==> config.mk <==
export PLATFORM = sky130hd
export DESIGN_NAME = aod_decode_flags
export DESIGN_NICKNAME = d
export VERILOG_FILES = /design/src/aod_pkg.sv /design/src/aod_decode_flags.sv
export SDC_FILE = /design/constraint.sdc
export NUM_CORES = 1
export LEC_CHECK = 0
export BUFFER_PORTS_ARGS = -buffer_cell sky130_fd_sc_hd__buf_4
export CAP_MARGIN = 20
export CORE_ASPECT_RATIO = 0.8
export CORE_UTILIZATION = 54
export CTS_CLUSTER_DIAMETER = 120
export DETAILED_ROUTE_END_ITERATION = 6
export GPL_ROUTABILITY_DRIVEN = 0
export PLACE_DENSITY = 0.86
export SLEW_MARGIN = 30
export SYNTH_ARGS = -nofsm -noshare
export SYNTH_HDL_FRONTEND = slang
export SYNTH_SLANG_ARGS = --single-unit
==> constraint.sdc <==
create_clock -name clk -period 11.6 [get_ports clk]
set_clock_uncertainty 0.1 [all_clocks]
set_input_delay 2.32 -clock clk [delete_from_list [all_inputs] [get_ports clk]]
set_output_delay 2.32 -clock clk [all_outputs]
set_load 0.05 [all_outputs]
==> src/aod_pkg.sv <==
package aod_pkg;

  // ------------------------------------------------------------
  // operation codes carried in the high opcode nibble
  // ------------------------------------------------------------
  localparam logic [3:0] OP_ADD = 4'h0;
  localparam logic [3:0] OP_ADD_CARRY = 4'h1;
  localparam logic [3:0] OP_SUB = 4'h2;
  localparam logic [3:0] OP_MINUS_WITH_BORROW = 4'h3;
  localparam logic [3:0] OP_OR = 4'h4;
  localparam logic [3:0] OP_AND = 4'h5;
  localparam logic [3:0] OP_TEST_COMPLEMENT_UNDER_MASK = 4'h6;
  localparam logic [3:0] OP_TEST_UNDER_MASK = 4'h7;
  localparam logic [3:0] OP_COMPARE_OP = 4'ha;
  localparam logic [3:0] OP_XOR = 4'hb;

  // ------------------------------------------------------------
  // addressing pairs carried in the low opcode nibble
  // ------------------------------------------------------------
  localparam logic [3:0] AM_WORK_WORK = 4'h2;
  localparam logic [3:0] AM_WORK_POINTER_VIA_WORK_REG = 4'h3;
  localparam logic [3:0] AM_REG_REG = 4'h4;
  localparam logic [3:0] AM_REG_POINTER_VIA_ANY_REG = 4'h5;
  localparam logic [3:0] AM_REG_LITERAL_OPERAND = 4'h6;
  localparam logic [3:0] AM_POINTER_VIA_ANY_REG_LITERAL = 4'h7;

  // ------------------------------------------------------------
  // register field layout and ranges
  // ------------------------------------------------------------
  localparam logic [3:0] WORK_REG_PREFIX = 4'he;
  localparam logic [7:0] REG_LOW_TOP = 8'h7f;
  localparam logic [7:0] REG_HIGH_BASE = 8'hf0;

  // ------------------------------------------------------------
  // flag bit positions in the flag vector and reset values
  // ------------------------------------------------------------
  localparam int FLAG_C = 7;
  localparam int FLAG_Z = 6;
  localparam int FLAG_S = 5;
  localparam int FLAG_V = 4;
  localparam int FLAG_D = 3;
  localparam int FLAG_H = 2;
  localparam logic [7:0] FLAGS_RESET = 8'h00;
  localparam logic [7:0] RESULT_RESET = 8'h00;

endpackage

==> src/aod_decode_flags.sv <==
module aod_decode_flags (
  // clock and reset
  input wire logic clk,
  input wire logic rst_n,
  // instruction request from the fetch side
  input wire logic op_valid,
  input wire logic [7:0] opcode,
  input wire logic [7:0] dst_field,
  input wire logic [7:0] src_field,
  // operand values already read by the fetch side
  input wire logic [7:0] dst_value,
  input wire logic [7:0] src_value,
  // flag vector as held by the core (c z s v d h x x)
  input wire logic [7:0] flags_in,
  // decoded addressing mode and operand classification
  output logic legal,
  output logic [2:0] addr_pair,
  output logic dst_is_work,
  output logic [3:0] dst_work_num,
  output logic src_is_work,
  output logic [3:0] src_work_num,
  output logic dst_reg_ok,
  output logic src_reg_ok,
  // result and flag update
  output logic done,
  output logic write_dst,
  output logic [7:0] result,
  output logic [7:0] flags_out
);

  // ------------------------------------------------------------
  // combinational decode
  // ------------------------------------------------------------
  // everything here depends only on the request of this cycle;
  // nothing is stored until the registered stages further down
  logic [3:0] op_hi; // operation nibble
  logic [3:0] op_lo; // addressing nibble
  logic op_known; // operation nibble is one of the group
  logic mode_known; // addressing nibble is one of the six pairs
  logic [2:0] next_pair; // index of the addressing pair
  logic next_dst_work; // destination field names a working register
  logic next_src_work; // source field names a working register
  logic next_dst_ok;
  logic next_src_ok;

  // the two nibbles are decoded independently of each other
  assign op_hi = opcode[7:4];
  assign op_lo = opcode[3:0];

  // operation nibble check
  // nibbles 8, 9 and c to f belong to other groups and are refused
  always_comb begin
    case (op_hi)
      aod_pkg::OP_ADD, aod_pkg::OP_ADD_CARRY, aod_pkg::OP_SUB,
      aod_pkg::OP_MINUS_WITH_BORROW, aod_pkg::OP_OR, aod_pkg::OP_AND,
      aod_pkg::OP_TEST_COMPLEMENT_UNDER_MASK, aod_pkg::OP_TEST_UNDER_MASK,
      aod_pkg::OP_COMPARE_OP, aod_pkg::OP_XOR: op_known = 1'b1;
      default: op_known = 1'b0;
    endcase
  end

  // addressing pair decode; pair index runs 0..5 for nibbles 2..7
  // pairs 0 and 1 carry both operands as compact working numbers,
  // pairs 2 and 3 carry full register fields, pairs 4 and 5 a literal
  always_comb begin
    // defaults keep the decode free of latches
    mode_known = 1'b1;
    next_pair = 3'h0;
    case (op_lo)
      aod_pkg::AM_WORK_WORK: next_pair = 3'h0;
      aod_pkg::AM_WORK_POINTER_VIA_WORK_REG: next_pair = 3'h1;
      aod_pkg::AM_REG_REG: next_pair = 3'h2;
      aod_pkg::AM_REG_POINTER_VIA_ANY_REG: next_pair = 3'h3;
      aod_pkg::AM_REG_LITERAL_OPERAND: next_pair = 3'h4;
      aod_pkg::AM_POINTER_VIA_ANY_REG_LITERAL: next_pair = 3'h5;
      // any other nibble belongs to another instruction group
      default: mode_known = 1'b0;
    endcase
  end

  // operand fields: compact pairs always name working registers; full
  // fields name one when their upper nibble is the prefix
  // the range checks only flag a field; the core decides what to do with it
  always_comb begin
    next_dst_work = (next_pair < 3'h2) || (dst_field[7:4] == aod_pkg::WORK_REG_PREFIX);
    // a literal source is data, never a register
    next_src_work = (next_pair < 3'h2) ||
                    ((next_pair < 3'h4) && (src_field[7:4] == aod_pkg::WORK_REG_PREFIX));
    // outside 128..239 except working prefix; compact fields are always fine
    next_dst_ok = next_dst_work || (dst_field <= aod_pkg::REG_LOW_TOP) ||
                  (dst_field >= aod_pkg::REG_HIGH_BASE);
    // a literal source has no address, so it can never be out of range
    next_src_ok = (next_pair >= 3'h4) || next_src_work || (src_field <= aod_pkg::REG_LOW_TOP) ||
                  (src_field >= aod_pkg::REG_HIGH_BASE);
  end

  // ------------------------------------------------------------
  // arithmetic and logic
  // ------------------------------------------------------------
  // the adder sees the operand values the fetch side has already read;
  // this block never addresses the register file itself
  logic [8:0] next_sum; // nine bits keep the carry out of bit seven
  logic [4:0] next_low; // low nibble sum, bit four is the half carry
  logic [7:0] next_res;
  logic [7:0] next_flags;
  logic carry_in;
  logic is_sub;
  logic [7:0] addend; // source as presented to the adder

  // subtraction reuses the adder with inverted source; borrow = not carry
  // one adder for the whole group keeps the carry chain shared;
  // the price is that subtract flags are inverted after the sum
  always_comb begin
    is_sub = (op_hi == aod_pkg::OP_SUB) || (op_hi == aod_pkg::OP_MINUS_WITH_BORROW) ||
             (op_hi == aod_pkg::OP_COMPARE_OP);
    addend = is_sub ? ~src_value : src_value;
    case (op_hi)
      aod_pkg::OP_ADD_CARRY: carry_in = flags_in[aod_pkg::FLAG_C];
      aod_pkg::OP_MINUS_WITH_BORROW: carry_in = ~flags_in[aod_pkg::FLAG_C];
      aod_pkg::OP_SUB, aod_pkg::OP_COMPARE_OP: carry_in = 1'b1;
      default: carry_in = 1'b0;
    endcase
    // two's complement sum; src_value is only read, never driven back
    next_sum = {1'b0, dst_value} + {1'b0, addend} + {8'h00, carry_in};
    next_low = {1'b0, dst_value[3:0]} + {1'b0, addend[3:0]} + {4'h0, carry_in};
  end

  // result and flag selection per operation
  // flags start from the core's copy so that every flag an operation
  // leaves alone passes through unchanged, bits one and zero included
  always_comb begin
    next_flags = flags_in;
    case (op_hi)
      aod_pkg::OP_OR: next_res = dst_value | src_value;
      aod_pkg::OP_AND, aod_pkg::OP_TEST_UNDER_MASK: next_res = dst_value & src_value;
      aod_pkg::OP_TEST_COMPLEMENT_UNDER_MASK: next_res = ~dst_value & src_value;
      aod_pkg::OP_XOR: next_res = dst_value ^ src_value;
      default: next_res = next_sum[7:0];
    endcase
    // zero and sign follow every operation of the group
    next_flags[aod_pkg::FLAG_Z] = (next_res == 8'h00);
    next_flags[aod_pkg::FLAG_S] = next_res[7];
    if ((op_hi == aod_pkg::OP_ADD) || (op_hi == aod_pkg::OP_ADD_CARRY) || is_sub) begin
      next_flags[aod_pkg::FLAG_C] = is_sub ? ~next_sum[8] : next_sum[8];
      // like-signed inputs to the adder, opposite-signed result
      next_flags[aod_pkg::FLAG_V] = (dst_value[7] == addend[7]) &&
                                    (next_res[7] != dst_value[7]);
      if (op_hi != aod_pkg::OP_COMPARE_OP) begin
        // compare leaves decimal-adjust and half carry alone
        next_flags[aod_pkg::FLAG_D] = is_sub;
        next_flags[aod_pkg::FLAG_H] = is_sub ? ~next_low[4] : next_low[4];
      end
    end else begin
      // logic forms clear overflow; carry, decimal-adjust and half carry unaffected
      next_flags[aod_pkg::FLAG_V] = 1'b0;
    end
  end

  // ------------------------------------------------------------
  // registered decode outputs
  // ------------------------------------------------------------
  // decode outputs change only when a request is taken and then hold,
  // so the core can read them at any time until the next request
  always_ff @(posedge clk) begin
    if (!rst_n) begin
      legal <= 1'b0;
      addr_pair <= 3'h0;
      dst_is_work <= 1'b0;
      dst_work_num <= 4'h0;
      src_is_work <= 1'b0;
      src_work_num <= 4'h0;
      dst_reg_ok <= 1'b0;
      src_reg_ok <= 1'b0;
    end else if (op_valid) begin
      legal <= op_known && mode_known;
      addr_pair <= next_pair;
      dst_is_work <= next_dst_work;
      dst_work_num <= dst_field[3:0];
      src_is_work <= next_src_work;
      src_work_num <= src_field[3:0];
      dst_reg_ok <= next_dst_ok;
      src_reg_ok <= next_src_ok;
    end
  end

  // ------------------------------------------------------------
  // registered result, flags and write strobe
  // ------------------------------------------------------------
  // an illegal opcode completes without touching flags or destination
  // done answers every request exactly one cycle later, legal or not,
  // so the fetch side never waits on a request that was refused
  always_ff @(posedge clk) begin
    if (!rst_n) begin
      done <= 1'b0;
      write_dst <= 1'b0;
      result <= aod_pkg::RESULT_RESET;
      flags_out <= aod_pkg::FLAGS_RESET;
    end else begin
      // write strobe and done are one-cycle pulses
      done <= op_valid;
      write_dst <= 1'b0;
      if (op_valid && op_known && mode_known) begin
        result <= next_res;
        flags_out <= next_flags;
        // compare and both tests are flag-only
        write_dst <= (op_hi != aod_pkg::OP_COMPARE_OP) &&
                     (op_hi != aod_pkg::OP_TEST_UNDER_MASK) &&
                     (op_hi != aod_pkg::OP_TEST_COMPLEMENT_UNDER_MASK);
      end else if (op_valid) begin
        // refused: flags pass through, result keeps its last value
        flags_out <= flags_in;
      end
    end
  end

endmodule

; ---- Word level (Yosys, flattened, before mapping)
; Memories as Yosys holds them, arrays and structs flattened.
; Index checks and enable logic that the tools add are counted.
[word_totals]
reg_bits = 34
romBits = 16
output_inout_bits = 34
wordCells = 93
mem_count = 1
[mem_list]
columns = name, words, word_bits, rd, rd_clocked_by_memory_dff, wr, line
row1 = (name not given), 16, 1, 1, 0, 0, aod_decode_flags.sv:53  ; case (op_hi)
[classes]
add_sub_neg = 4
order_cmp = 7
eq_ne = 22
mux = 13
n_bitwise = 9
reduce_logical = 25
[op_table]
columns = op, count
row1 = 4-bit by 3-bit == test with 1-bit output (second input constant), 8
row2 = 8-bit one-hot mux with 4 select lines, 1
row3 = 8-bit 2-to-1 mux, 3
row4 = 8-bit AND, 2
row5 = 4-bit by 2-bit == test with 1-bit output (second input constant), 4
row6 = 4-bit == test (second input constant), 4
row7 = 8-bit greater-or-equal comparator (second input constant), 2
row8 = 8-bit by 7-bit less-or-equal comparator with 1-bit output (second input constant), 2
row9 = 8-bit inverter, 2
row10 = 3-bit one-hot mux with 5 select lines, 1
row11 = 1-bit logical OR, 11
row12 = 8-bit by 8-bit adder with 9-bit output, 1
row13 = 9-bit by 1-bit adder with 9-bit output, 1
row14 = 8-bit logical NOT, 1
row15 = 4-bit by 3-bit inequality test with 1-bit output (second input constant), 2
row16 = 8-bit bitwise OR, 1
row17 = 8-bit XOR, 1
row18 = 1-bit logical AND, 7
row19 = 6-bit OR reduction, 1
row20 = 4-bit by 4-bit adder with 5-bit output, 1
row21 = 5-bit by 1-bit adder with 5-bit output, 1
row22 = 1-bit 2-to-1 mux, 5
row23 = 4-bit by 1-bit == test with 1-bit output (second input constant), 1
row24 = 4-bit logical NOT, 1
row25 = 12 further kinds, 16

; ---- Logic depth before layout (Yosys ltp)
; Gate-level depths: netlist (run 1).
[depth]
word_depth = 11
ltp_mapped = 15
depth_no_buf = 13

; ---- Worst setup path after synthesis (run 1)
; OpenSTA, ideal clock, no wires.
[synth_timing]
path_kind = in2reg
start = input opcode[4]
end = register flags_out[6]
arrival_ns = 5.110
required_time_ns = 11.404
setup_slack_ns = 6.294
cell_stages = 13
path_buffers = 2
cell_sequence = clkbuf_1 a21o_1 buf_2 xnor2_1 fa_1 inv_1 fa_1 a21o_1 a21oi_1 xor2_1 a21oi_1 or4_1 o41ai_2
[synth_between]
elab_chain_len = 9
elab_cells_between_ends = 24
classes_between = add/sub: 2 / eq/ne: 9 / mux: 4 / reduce/logical: 8 / memory: 1
[synth_lines]
columns = item, line
row1 = start: declaration, aod_decode_flags.sv:7  ; input wire logic [7:0] opcode,
row2 = 4-bit by 2-bit == test with 1-bit output, "aod_decode_flags.sv:114, aod_decode_flags.sv:117"
row3 = 1-bit logical OR (2 in series), aod_decode_flags.sv:114  ; is_sub = (op_hi == aod_pkg::OP_SUB) || (op_hi == aod_pkg::OP_MINUS_WITH_BORROW) ||
row4 = 8-bit 2-to-1 mux, aod_decode_flags.sv:116  ; addend = is_sub ? ~src_value : src_value;
row5 = 8-bit by 8-bit adder with 9-bit output, aod_decode_flags.sv:124  ; next_sum = {1'b0, dst_value} + {1'b0, addend} + {8'h00, carry_in};
row6 = 9-bit by 1-bit adder with 9-bit output, aod_decode_flags.sv:124
row7 = 8-bit one-hot mux with 4 select lines, aod_decode_flags.sv:133  ; case (op_hi)
row8 = 8-bit logical NOT, aod_decode_flags.sv:141  ; next_flags[aod_pkg::FLAG_Z] = (next_res == 8'h00);
row9 = 8-bit 2-to-1 mux, aod_decode_flags.sv:202  ; if (op_valid && op_known && mode_known) begin
row10 = end signal: assignment, aod_decode_flags.sv:197  ; flags_out <= aod_pkg::FLAGS_RESET;
row11 = end signal: assignment, aod_decode_flags.sv:204  ; flags_out <= next_flags;
row12 = end signal: assignment, aod_decode_flags.sv:211  ; flags_out <= flags_in;
row13 = end: declaration, aod_decode_flags.sv:28  ; output logic [7:0] flags_out
; Parallel ways exist; a longest one is shown, timed or not.
; A chain may end at the register's enable or synchronous reset.

; ---- Worst setup path in the final report (run 1)
[layout_timing]
start = input opcode[6]
end = register flags_out[6]
; Same word-level chain as after synthesis.

==> out/results.ini, run 1 <==
[hold_path]
hold_path_end = addr_pair[2]$_SDFFE_PN0P_
hp-class = reg2reg
hold_path.startpoint = addr_pair[2]$_SDFFE_PN0P_
hold_path_depth = 2

[worst_setup_path]
crit_family = compound AO/OA/AOI/OAI gates
critPathRequiredTime_ns = 11.69
r2r.worst_path.cells = 4
r2r_setup_slack_ns = 9.96
worstReg2RegStart = flags_out[6]$_SDFFE_PN0P_
cpPeakStageDelay_ns = 0.57
crit_chain = buf_4 -> nand2b_1 -> a21o_1 -> xnor2_1 -> fa_1 -> inv_1 -> fa_1 -> a21o_1 -> a21oi_1 -> xor2_1 -> a21oi_1 -> or4_1 -> o41ai_2
end_kind = register
worstPathMaxFanout = 10
cp.arrival_ns = 5.53
rr_endpoint = flags_out[6]$_SDFFE_PN0P_
slowest_stage = or4_1
worstSetupPathType = in2reg
startpoint_type = input pin
crit_buf_inv = 2

[synth]
synthTopCellsByArea = dfxtp_1 29%, ha_1 8.0%, mux2i_1 6.8%
synthCells = 293
synth-main-ff-cell = dfxtp_1
synth.top_cell.area_share_pct = 28.91
syn_area_um2 = 2355
syn-num-nets = 361
avgSynthCellArea_um2 = 8.037
seq_area_frac_synth_pct = 28.91
ys_types = 56
synth_edf_count = 0
yosysTopAreaCell = dfxtp_1
yosys_register_bits = 34
async_flop_share_pct = 0
ys_warn_count = 0

[floorplan]
core-area_um2 = 4178
die_x_um = 75.83
ios = 85
dieArea_um2 = 4631
die_y_um = 61.07
start_util_pct = 56.36
rows = 21

[pwr]
switching_share_pct = 34.04
power.share.clock_pct = 28.8
vdd_drop_max_mv = 0.09011
comb_power_share_pct = 35.2
p_leak_nw = 1.478
pwr-share-seq_pct = 36.0
p_switching_w = 0.0001204
p_per_area_nw_per_um2 = 114.4
p_int_w = 0.0002334

[routing]
drt_wl_total_um = 6306
drtPass1Iterations = 4
wire_per_inst_um = 14.77
drc = 0
drt.antenna.violating_nets = 0
vias = 2450
drt_iter0_drc = 174
via_per_inst = 5.738

[sta]
fmax_ghz = 0.1837
setup_viol = 0
rsz0062_at_grt = false
hold_violations = 0
setup_tns_ns = 0
maxSlewHeadroom_pct = 43.61
final_max_slew_viol_count = 0
layout_min_cycle_time_ns = 5.442
worst_pin_slew_ns = 0.8428
finalCritPeriodShare_pct = 46.92

[finish]
mostFrequentLayoutCells = 86 x buf_4, 34 x dfxtp_1, 33 x nor2_1, 25 x nand2_1
fin_util_pct = 74.00
final_common_cell = buf_4
final_cell_area_um2 = 3092
nFillCells = 320
area_growth_pct = 31.30
fin_nets = 437
antenna_cells = 0
drive_gt1_share_pct = 27.57

[clock_tree]
hold_buffers = 0
cts_setup_buffers = 0
cts-resized-gates = 0
clock-sinks = 34
clk_pin_slew_worst_paths_ns = 0.07
cts_buffers = 5
cts_buffer_depth = 2
cts_tree = yes
clock_latency_ns = 0.28
cts-root-buf = clkbuf_8
h-tree-depth = 2

[grt]
globalRouteOverflowTotal = 0
antenna_found_initial = 0
grt_pass1_wl_um = 9459
grt.total_usage_pct = 27.02
grt_pass1_vias = 2059
grt_max_degree = 32

[place]
hpwl_um = 4723
placed_cell_area_um2 = 2982
portBuffers = 84

[outcome]
status = finished, final reports clean

[run]
drv_cap = 0

-- cells by family after synthesis --
logic type               after synthesis  synth area share, %
AO/OA/AOI/OAI                         80                22.69
buffers and inverters                 41                7.651
flip-flops                            34                28.91
XOR/XNOR                              13                4.835
adder cells (fa/ha/maj)               17                9.671
multiplexers                          17                7.279
AND/OR/NAND/NOR                       91                18.97
-- power by group through the flow --
stage                     combinational (W)  sequential (W)  clock, W
final                              0.000125        0.000127  0.000102
after global routing               0.000134        0.000128  0.000107
after CTS                          0.000123        0.000127  0.000103
after detailed placement           0.000123        0.000130         0
after global placement             0.000119        0.000129         0
after floorplan                   0.0000601        0.000153         0
-- layout make-up --
class                           instances  area [um2]  area share [%]
Clock buffer                            8       110.1           3.561
Inverter                               24       90.09           2.914
Multi-Input combinational cell        218        1494           48.32
Sequential cell                        34       680.7           22.02
Tap cell                               57       71.32           2.307
Timing Repair Buffer                   86       645.6           20.88
-- flip-flops by register name, summed over array words and instances (netlist names) --
register and count:
dst_work_num 4, src_is_work 1, flags_out 8, legal 1
dst_is_work 1, write_dst 1, result 8, done 1
addr_pair 3, src_reg_ok 1, src_work_num 4, dst_reg_ok 1
-- cells in the mapped netlist, types with 2 or more instances --
cell	instances
o21ai_0	23
a31oi_1	5
nand4_1	2
nor2b_1	3
nand4b_1	2
a211oi_1	3
inv_1	23
and3_1	2
a2111oi_0	2
buf_1	2
buf_6	2
buf_4	2
or4_1	3
nand2b_1	7
nand2_1	25
clkbuf_1	8
o22ai_1	2
buf_2	3
fa_1	2
a311oi_1	3
xor2_1	3
mux2i_1	16
ha_1	15
xnor2_1	10
nand3_1	5
a41oi_1	2
a21oi_1	20
a21o_1	3
dfxtp_1	34
o211a_1	3
nor2_1	33
-- through the flow --
| step | worst slack (ns) | cells | hold slack (ns) | power [W] |
|---|---|---|---|---|
| 2_1_floorplan | 6.294 | 293 | 0.5803 | 0.0002128 |
| 3_3_place_gp | 6.061 | 419 | 0.3520 | 0.0002488 |
| 3_5_place_dp | 5.896 | 419 | 0.3660 | 0.0002522 |
| 4_1_cts | 6.157 | 427 | 0.3776 | 0.0003536 |
| 5_1_grt | 5.949 | 427 | 0.3986 | 0.0003697 |
| 6_report | 6.158 | 427 | 0.3791 | 0.0003538 |
-- per-layer routing --
metal / global-route usage (%) / vias up / wire, um
li1: - / 1187 / -
met1: 39.51 / 1154 / 2901
met2: 42.10 / 97 / 2975
met3: 4.092 / 12 / 354
met4: 6.349 / 0 / 74
met5: 0 / - / 0
-- worst min-delay path, stage by stage, from the launching register on --
cell and delay, ns:
dfxtp_1 0.31, nand2b_1 0.07, a21oi_1 0.05
-- worst max-delay path by stage --
stage,start,end,slack (ns),cells past startpoint
after floorplan,opcode[4],flags_out[6]$_SDFFE_PN0P_,6.29,13
after global placement,opcode[6],flags_out[6]$_SDFFE_PN0P_,6.06,13
after detailed placement,opcode[6],flags_out[6]$_SDFFE_PN0P_,5.90,13
after CTS,opcode[6],flags_out[6]$_SDFFE_PN0P_,6.16,13
after global routing,opcode[6],flags_out[6]$_SDFFE_PN0P_,5.95,13
final,opcode[6],flags_out[6]$_SDFFE_PN0P_,6.16,13
No activity file was read; power rests on OpenSTA's default activity.
==> run 2, diff against run 1 <==
--- a/config.mk
+++ b/config.mk
@@ -8,11 +8,11 @@
 export BUFFER_PORTS_ARGS = -buffer_cell sky130_fd_sc_hd__buf_4
 export CAP_MARGIN = 20
 export CORE_ASPECT_RATIO = 0.8
-export CORE_UTILIZATION = 54
+export CORE_UTILIZATION = 45
 export CTS_CLUSTER_DIAMETER = 120
 export DETAILED_ROUTE_END_ITERATION = 6
 export GPL_ROUTABILITY_DRIVEN = 0
-export PLACE_DENSITY = 0.86
+export PLACE_DENSITY = 0.76
 export SLEW_MARGIN = 30
 export SYNTH_ARGS = -nofsm -noshare
 export SYNTH_HDL_FRONTEND = slang
==> constraint.sdc (replaced) <==
create_clock -name clk -period 4.8 [get_ports clk]
set_clock_uncertainty 0.1 [all_clocks]
set_input_delay 0.96 -clock clk [delete_from_list [all_inputs] [get_ports clk]]
set_output_delay 0.96 -clock clk [all_outputs]
set_load 0.05 [all_outputs]
==> run 2 against run 1 <==
  * Clock power rose to 2.5 times the previous value
  * Sequential share of layout area hardly changed
  * Die area grew 19%
  * Power grew 140%
  * Sequential cell count unchanged
  * Combinational power increased by 140%
  * Design area up 0.16%
  * Sequential power is 140% higher
  * Wire length grew 0.90%
  * First-iteration DRC count is 23% lower
  * Register-to-register slack got worse by 6.8 ns
  * Count of clock-buffer cells in the layout fell by 3
  * Critical path type unchanged
  * Largest cell class unchanged
==> out/results.ini, run 2 (synthesized netlist as in run 1, its figures left out) <==
[worst_setup_path]
slowest_stage = or4_1
cpPeakStageDelay_ns = 0.58
cp.arrival_ns = 4.16
end_kind = register
worstReg2RegStart = flags_out[6]$_SDFFE_PN0P_
startpoint_type = input pin
critPathLaunch = opcode[6]
crit_family = compound AO/OA/AOI/OAI gates
worstSetupPathType = in2reg
worstPathMaxFanout = 10
critPathRequiredTime_ns = 4.90
crit_chain = buf_4 -> nand2b_1 -> a21o_1 -> xnor2_1 -> fa_1 -> inv_1 -> fa_1 -> a21o_1 -> a21oi_1 -> xor2_1 -> a21oi_1 -> or4_1 -> o41ai_2
crit_buf_inv = 2

[floorplan]
core-area_um2 = 5007
start_util_pct = 47.03
die_x_um = 82.88
rows = 23
die_y_um = 66.70
ios = 85
dieArea_um2 = 5528

[finish]
area_growth_pct = 31.51
fin_nets = 437
mostFrequentLayoutCells = 86 x buf_4, 34 x dfxtp_1, 33 x nor2_1, 25 x nand2_1
multi_input_area_um2 = 1494
regArea_um2 = 680.7
final_common_cell = buf_4
reg_top3 = flags_out (8), result (8)
nFillCells = 460
stdcell_count = 432
drive_gt1_share_pct = 27.57
antenna_cells = 0

[grt]
grt.total_usage_pct = 23.01
grt_pass1_vias = 2089
globalRouteOverflowTotal = 0
grt_pass1_wl_um = 10110
antenna_found_initial = 0
grt_max_degree = 32

[place]
hpwl_um = 4812
place_worst_setup_slack_ns = 0.4673
portBuffers = 84
placedCellCount = 424

[routing]
via_per_inst = 5.544
drt_iter0_drc = 134
wire_per_inst_um = 14.73
drc = 0
drt.antenna.violating_nets = 0
vias = 2395
drtPass1Iterations = 4
drt_wl_total_um = 6363

[pwr]
p_leak_nw = 1.478
p_per_area_nw_per_um2 = 279.2
vdd_drop_max_mv = 0.2200

[clock_tree]
cts_buffers = 5
clock_latency_ns = 0.28
cts_setup_buffers = 0
cts_buffer_depth = 2
hold_buffers = 0
cts-root-buf = clkbuf_8
clock-sinks = 34
h-tree-depth = 2
cts_tree = yes
cts-resized-gates = 0
clk_pin_slew_worst_paths_ns = 0.07

[run]
drv_cap = 0

[sta]
hold_violations = 0
maxSlewHeadroom_pct = 44.95
setup_tns_ns = 0
setup_slack_ns = 0.7368
final_max_slew_viol_count = 0
fmax_ghz = 0.2461
worst_pin_slew_ns = 0.8257
setup_viol = 0
finalCritPeriodShare_pct = 84.65
rsz0062_at_grt = false
layout_min_cycle_time_ns = 4.063

[hold_path]
hp-class = reg2reg
hold_path.startpoint = flags_out[5]$_SDFFE_PN0P_

[outcome]
status = finished, final reports clean

## run 2: cell types whose count changed in the layout (fill, tap and decap cells not counted)
cell / previous run / this run
clkinv_2: 0 / 2
clkbuf_8: 8 / 5
bufinv_16: 0 / 1
## run 2: tightest hold or removal path, delay by kind of cell (launching register included)
| kind | cells | cell delay [ns] |
|---|---|---|
| flops | 1 | 0.31 |
| simple gates | 1 | 0.06 |
| compound gates | 1 | 0.05 |
## run 2: worst paths after layout
kind                                     to  depth (start not counted)  slack (ns)
hold / removal    flags_out[5]$_SDFFE_PN0P_                          2        0.37
setup reg to reg  flags_out[6]$_SDFFE_PN0P_                          4        3.16
setup / recovery  flags_out[6]$_SDFFE_PN0P_                         13        0.74
hold reg to reg   flags_out[5]$_SDFFE_PN0P_                          2        0.37
## run 2: power by group
part | switching, W | internal, W
sequential | 0.00000908 | 0.000299
clock | 0.000104 | 0.000153
combinational | 0.000180 | 0.000120
## run 2: per-layer routing
metal | global-route usage (%) | vias up | part of all wire [%]
met1 | 30.73 | 1129 | 45
met5 | 0 | - | 0
met3 | 4.213 | 9 | 5.6
li1 | - | 1183 | -
met4 | 7.328 | 0 | 1.1
met2 | 37.81 | 74 | 49
## run 2: final cells by class
cell class	instances	area share (%)
Clock inverter	3	1.293
Multi-Input combinational cell	218	48.24
Tap cell	62	2.505
Clock buffer	5	2.222
Inverter	24	2.909
Timing Repair Buffer	86	20.85
Sequential cell	34	21.98
## run 2: metrics by stage
stage	hold slack (ns)	cell area [um2]	total power (W)	utilization [%]
after floorplan	0.5803	2355	0.0005143	-
after global placement	0.3509	2988	0.0006025	59.67
after detailed placement	0.3570	2988	0.0006100	59.67
after CTS	0.3734	3097	0.0008657	61.84
after global routing	0.3845	3097	0.0009094	61.84
final	0.3725	3097	0.0008647	61.84
==> run 3, diff against run 2 <==
--- a/config.mk
+++ b/config.mk
@@ -8,11 +8,11 @@
 export BUFFER_PORTS_ARGS = -buffer_cell sky130_fd_sc_hd__buf_4
 export CAP_MARGIN = 20
 export CORE_ASPECT_RATIO = 0.8
-export CORE_UTILIZATION = 45
+export CORE_UTILIZATION = 50
 export CTS_CLUSTER_DIAMETER = 120
 export DETAILED_ROUTE_END_ITERATION = 6
 export GPL_ROUTABILITY_DRIVEN = 0
-export PLACE_DENSITY = 0.76
+export PLACE_DENSITY = 0.8
 export SLEW_MARGIN = 30
 export SYNTH_ARGS = -nofsm -noshare
 export SYNTH_HDL_FRONTEND = slang
==> constraint.sdc (replaced) <==
create_clock -name clk -period 3.8 [get_ports clk]
set_clock_uncertainty 0.1 [all_clocks]
set_input_delay 0.76 -clock clk [delete_from_list [all_inputs] [get_ports clk]]
set_output_delay 0.76 -clock clk [all_outputs]
set_load 0.05 [all_outputs]
==> run 3 against run 2 <==
  * Wire length increased by 3.4%
  * Power increased by 23%
  * Largest power group is now combinational cells
  * Largest cell class unchanged
  * Die area decreased by 9.7%
  * Register-to-register slack got worse by 1.1 ns
==> out/results.ini, run 3 (synthesized netlist as in run 1, its figures left out) <==
[finish]
fin_util_pct = 72.18
final_common_cell = buf_4
area_growth_pct = 32.89
reg_top3 = flags_out (8), result (8)
drive_gt1_share_pct = 28.91
mostFrequentLayoutCells = 93 x buf_4, 34 x dfxtp_1, 33 x nor2_1, 25 x nand2_1
antenna_cells = 0
fin_nets = 444

[sta]
setup_slack_ns = 0.2333
finalCritPeriodShare_pct = 93.86
layout_min_cycle_time_ns = 3.567
hold_slack_ns = 0.3799
final_max_slew_viol_count = 0
worst_pin_slew_ns = 0.7657
fmax_ghz = 0.2804
rsz0062_at_grt = false
setup_viol = 0
maxSlewHeadroom_pct = 48.90
hold_violations = 0
setup_tns_ns = 0

[worst_setup_path]
crit_buf_inv = 2
cp.arrival_ns = 3.66
worstSetupPathType = in2reg
r2r_setup_slack_ns = 2.10
end_kind = register
cpMostUsedCell = fa_1
critPathRequiredTime_ns = 3.89
crit_family = simple AND/OR/NAND/NOR gates
worstPathMaxFanout = 10
slowest_stage = or4_1
cpPeakStageDelay_ns = 0.45
crit_chain = buf_4 -> nor4bb_1 -> a21oi_1 -> or2_2 -> fa_1 -> inv_1 -> fa_1 -> a211oi_2 -> or3b_1 -> or4_1 -> o41ai_2
startpoint_type = input pin

[routing]
drtPass1Iterations = 5
drt.antenna.violating_nets = 0
drc = 0
wire_per_inst_um = 15.15
drt_iter0_drc = 211
vias = 2448
via_per_inst = 5.641
drt_wl_total_um = 6577

[clock_tree]
cts_buffer_depth = 2
clock-sinks = 34
cts_setup_buffers = 0
h-tree-depth = 2
cts-root-buf = clkbuf_8
clock_latency_ns = 0.28
cts_buffers = 5
cts-resized-gates = 0
hold_buffers = 0
clk_pin_slew_worst_paths_ns = 0.07
cts_tree = yes

[run]
drv_cap = 0

[floorplan]
die_y_um = 63.38
dieArea_um2 = 4990
core-area_um2 = 4335
rows = 21
die_x_um = 78.73
start_util_pct = 54.31
ios = 85

[grt]
antenna_found_initial = 0
grt_pass1_wl_um = 10740
grt.total_usage_pct = 27.52
globalRouteOverflowTotal = 0
grt_pass1_vias = 2290
grt_max_degree = 32

[pwr]
p_per_area_nw_per_um2 = 338.5
vdd_drop_max_mv = 0.2167
p_leak_nw = 1.500

[hold_path]
hp-class = reg2reg

[place]
hpwl_um = 4960
place_worst_setup_slack_ns = -0.04542
portBuffers = 84

[outcome]
status = finished, final reports clean

==> run 3: layout make-up <==
cell class / instances / area, um2
multi-input combinational: 218 / 1494
tap: 57 / 71.32
clock inverter: 2 / 12.51
sequential: 34 / 680.7
fill: 382 / 1206
inverter: 24 / 90.09
timing repair buffer: 93 / 698.2
clock buffer: 6 / 82.58
==> run 3: worst paths after layout <==
| path | startpoint | endpoint | cells past startpoint |
|---|---|---|---|
| hold reg to reg | addr_pair[2]$_SDFFE_PN0P_ | addr_pair[2]$_SDFFE_PN0P_ | 2 |
| hold / removal | addr_pair[2]$_SDFFE_PN0P_ | addr_pair[2]$_SDFFE_PN0P_ | 2 |
| setup reg to reg | flags_out[6]$_SDFFE_PN0P_ | flags_out[6]$_SDFFE_PN0P_ | 4 |
| setup / recovery | opcode[5] | flags_out[6]$_SDFFE_PN0P_ | 11 |
==> run 3: power breakdown <==
part / internal [W] / switching [W]
registers: 0.000377 / 0.0000115
logic: 0.000163 / 0.000229
clock network: 0.000146 / 0.000134
==> run 3: metal layers <==
metal  part of all wire, %  global-route usage (%)  up-vias
met4                   1.4                   7.870        0
met5                     0                       0        -
met2                    49                   45.65       75
met1                    45                   36.74     1159
met3                   4.6                   4.203       14
li1                      -                       -     1200
==> run 3: metrics by stage <==
step	total power, W	instance area [um2]	std cells
final	0.001059	3129	434
after global routing	0.001112	3129	434
after CTS	0.001058	3129	434
after detailed placement	0.0007833	3034	426
after global placement	0.0007730	3034	426
after floorplan	0.0006497	2355	293
==> run 3: worst min-delay path: stages (launching register included) <==
cell and delay [ns]:
dfxtp_1 0.31, nand2b_1 0.07, a21oi_1 0.06
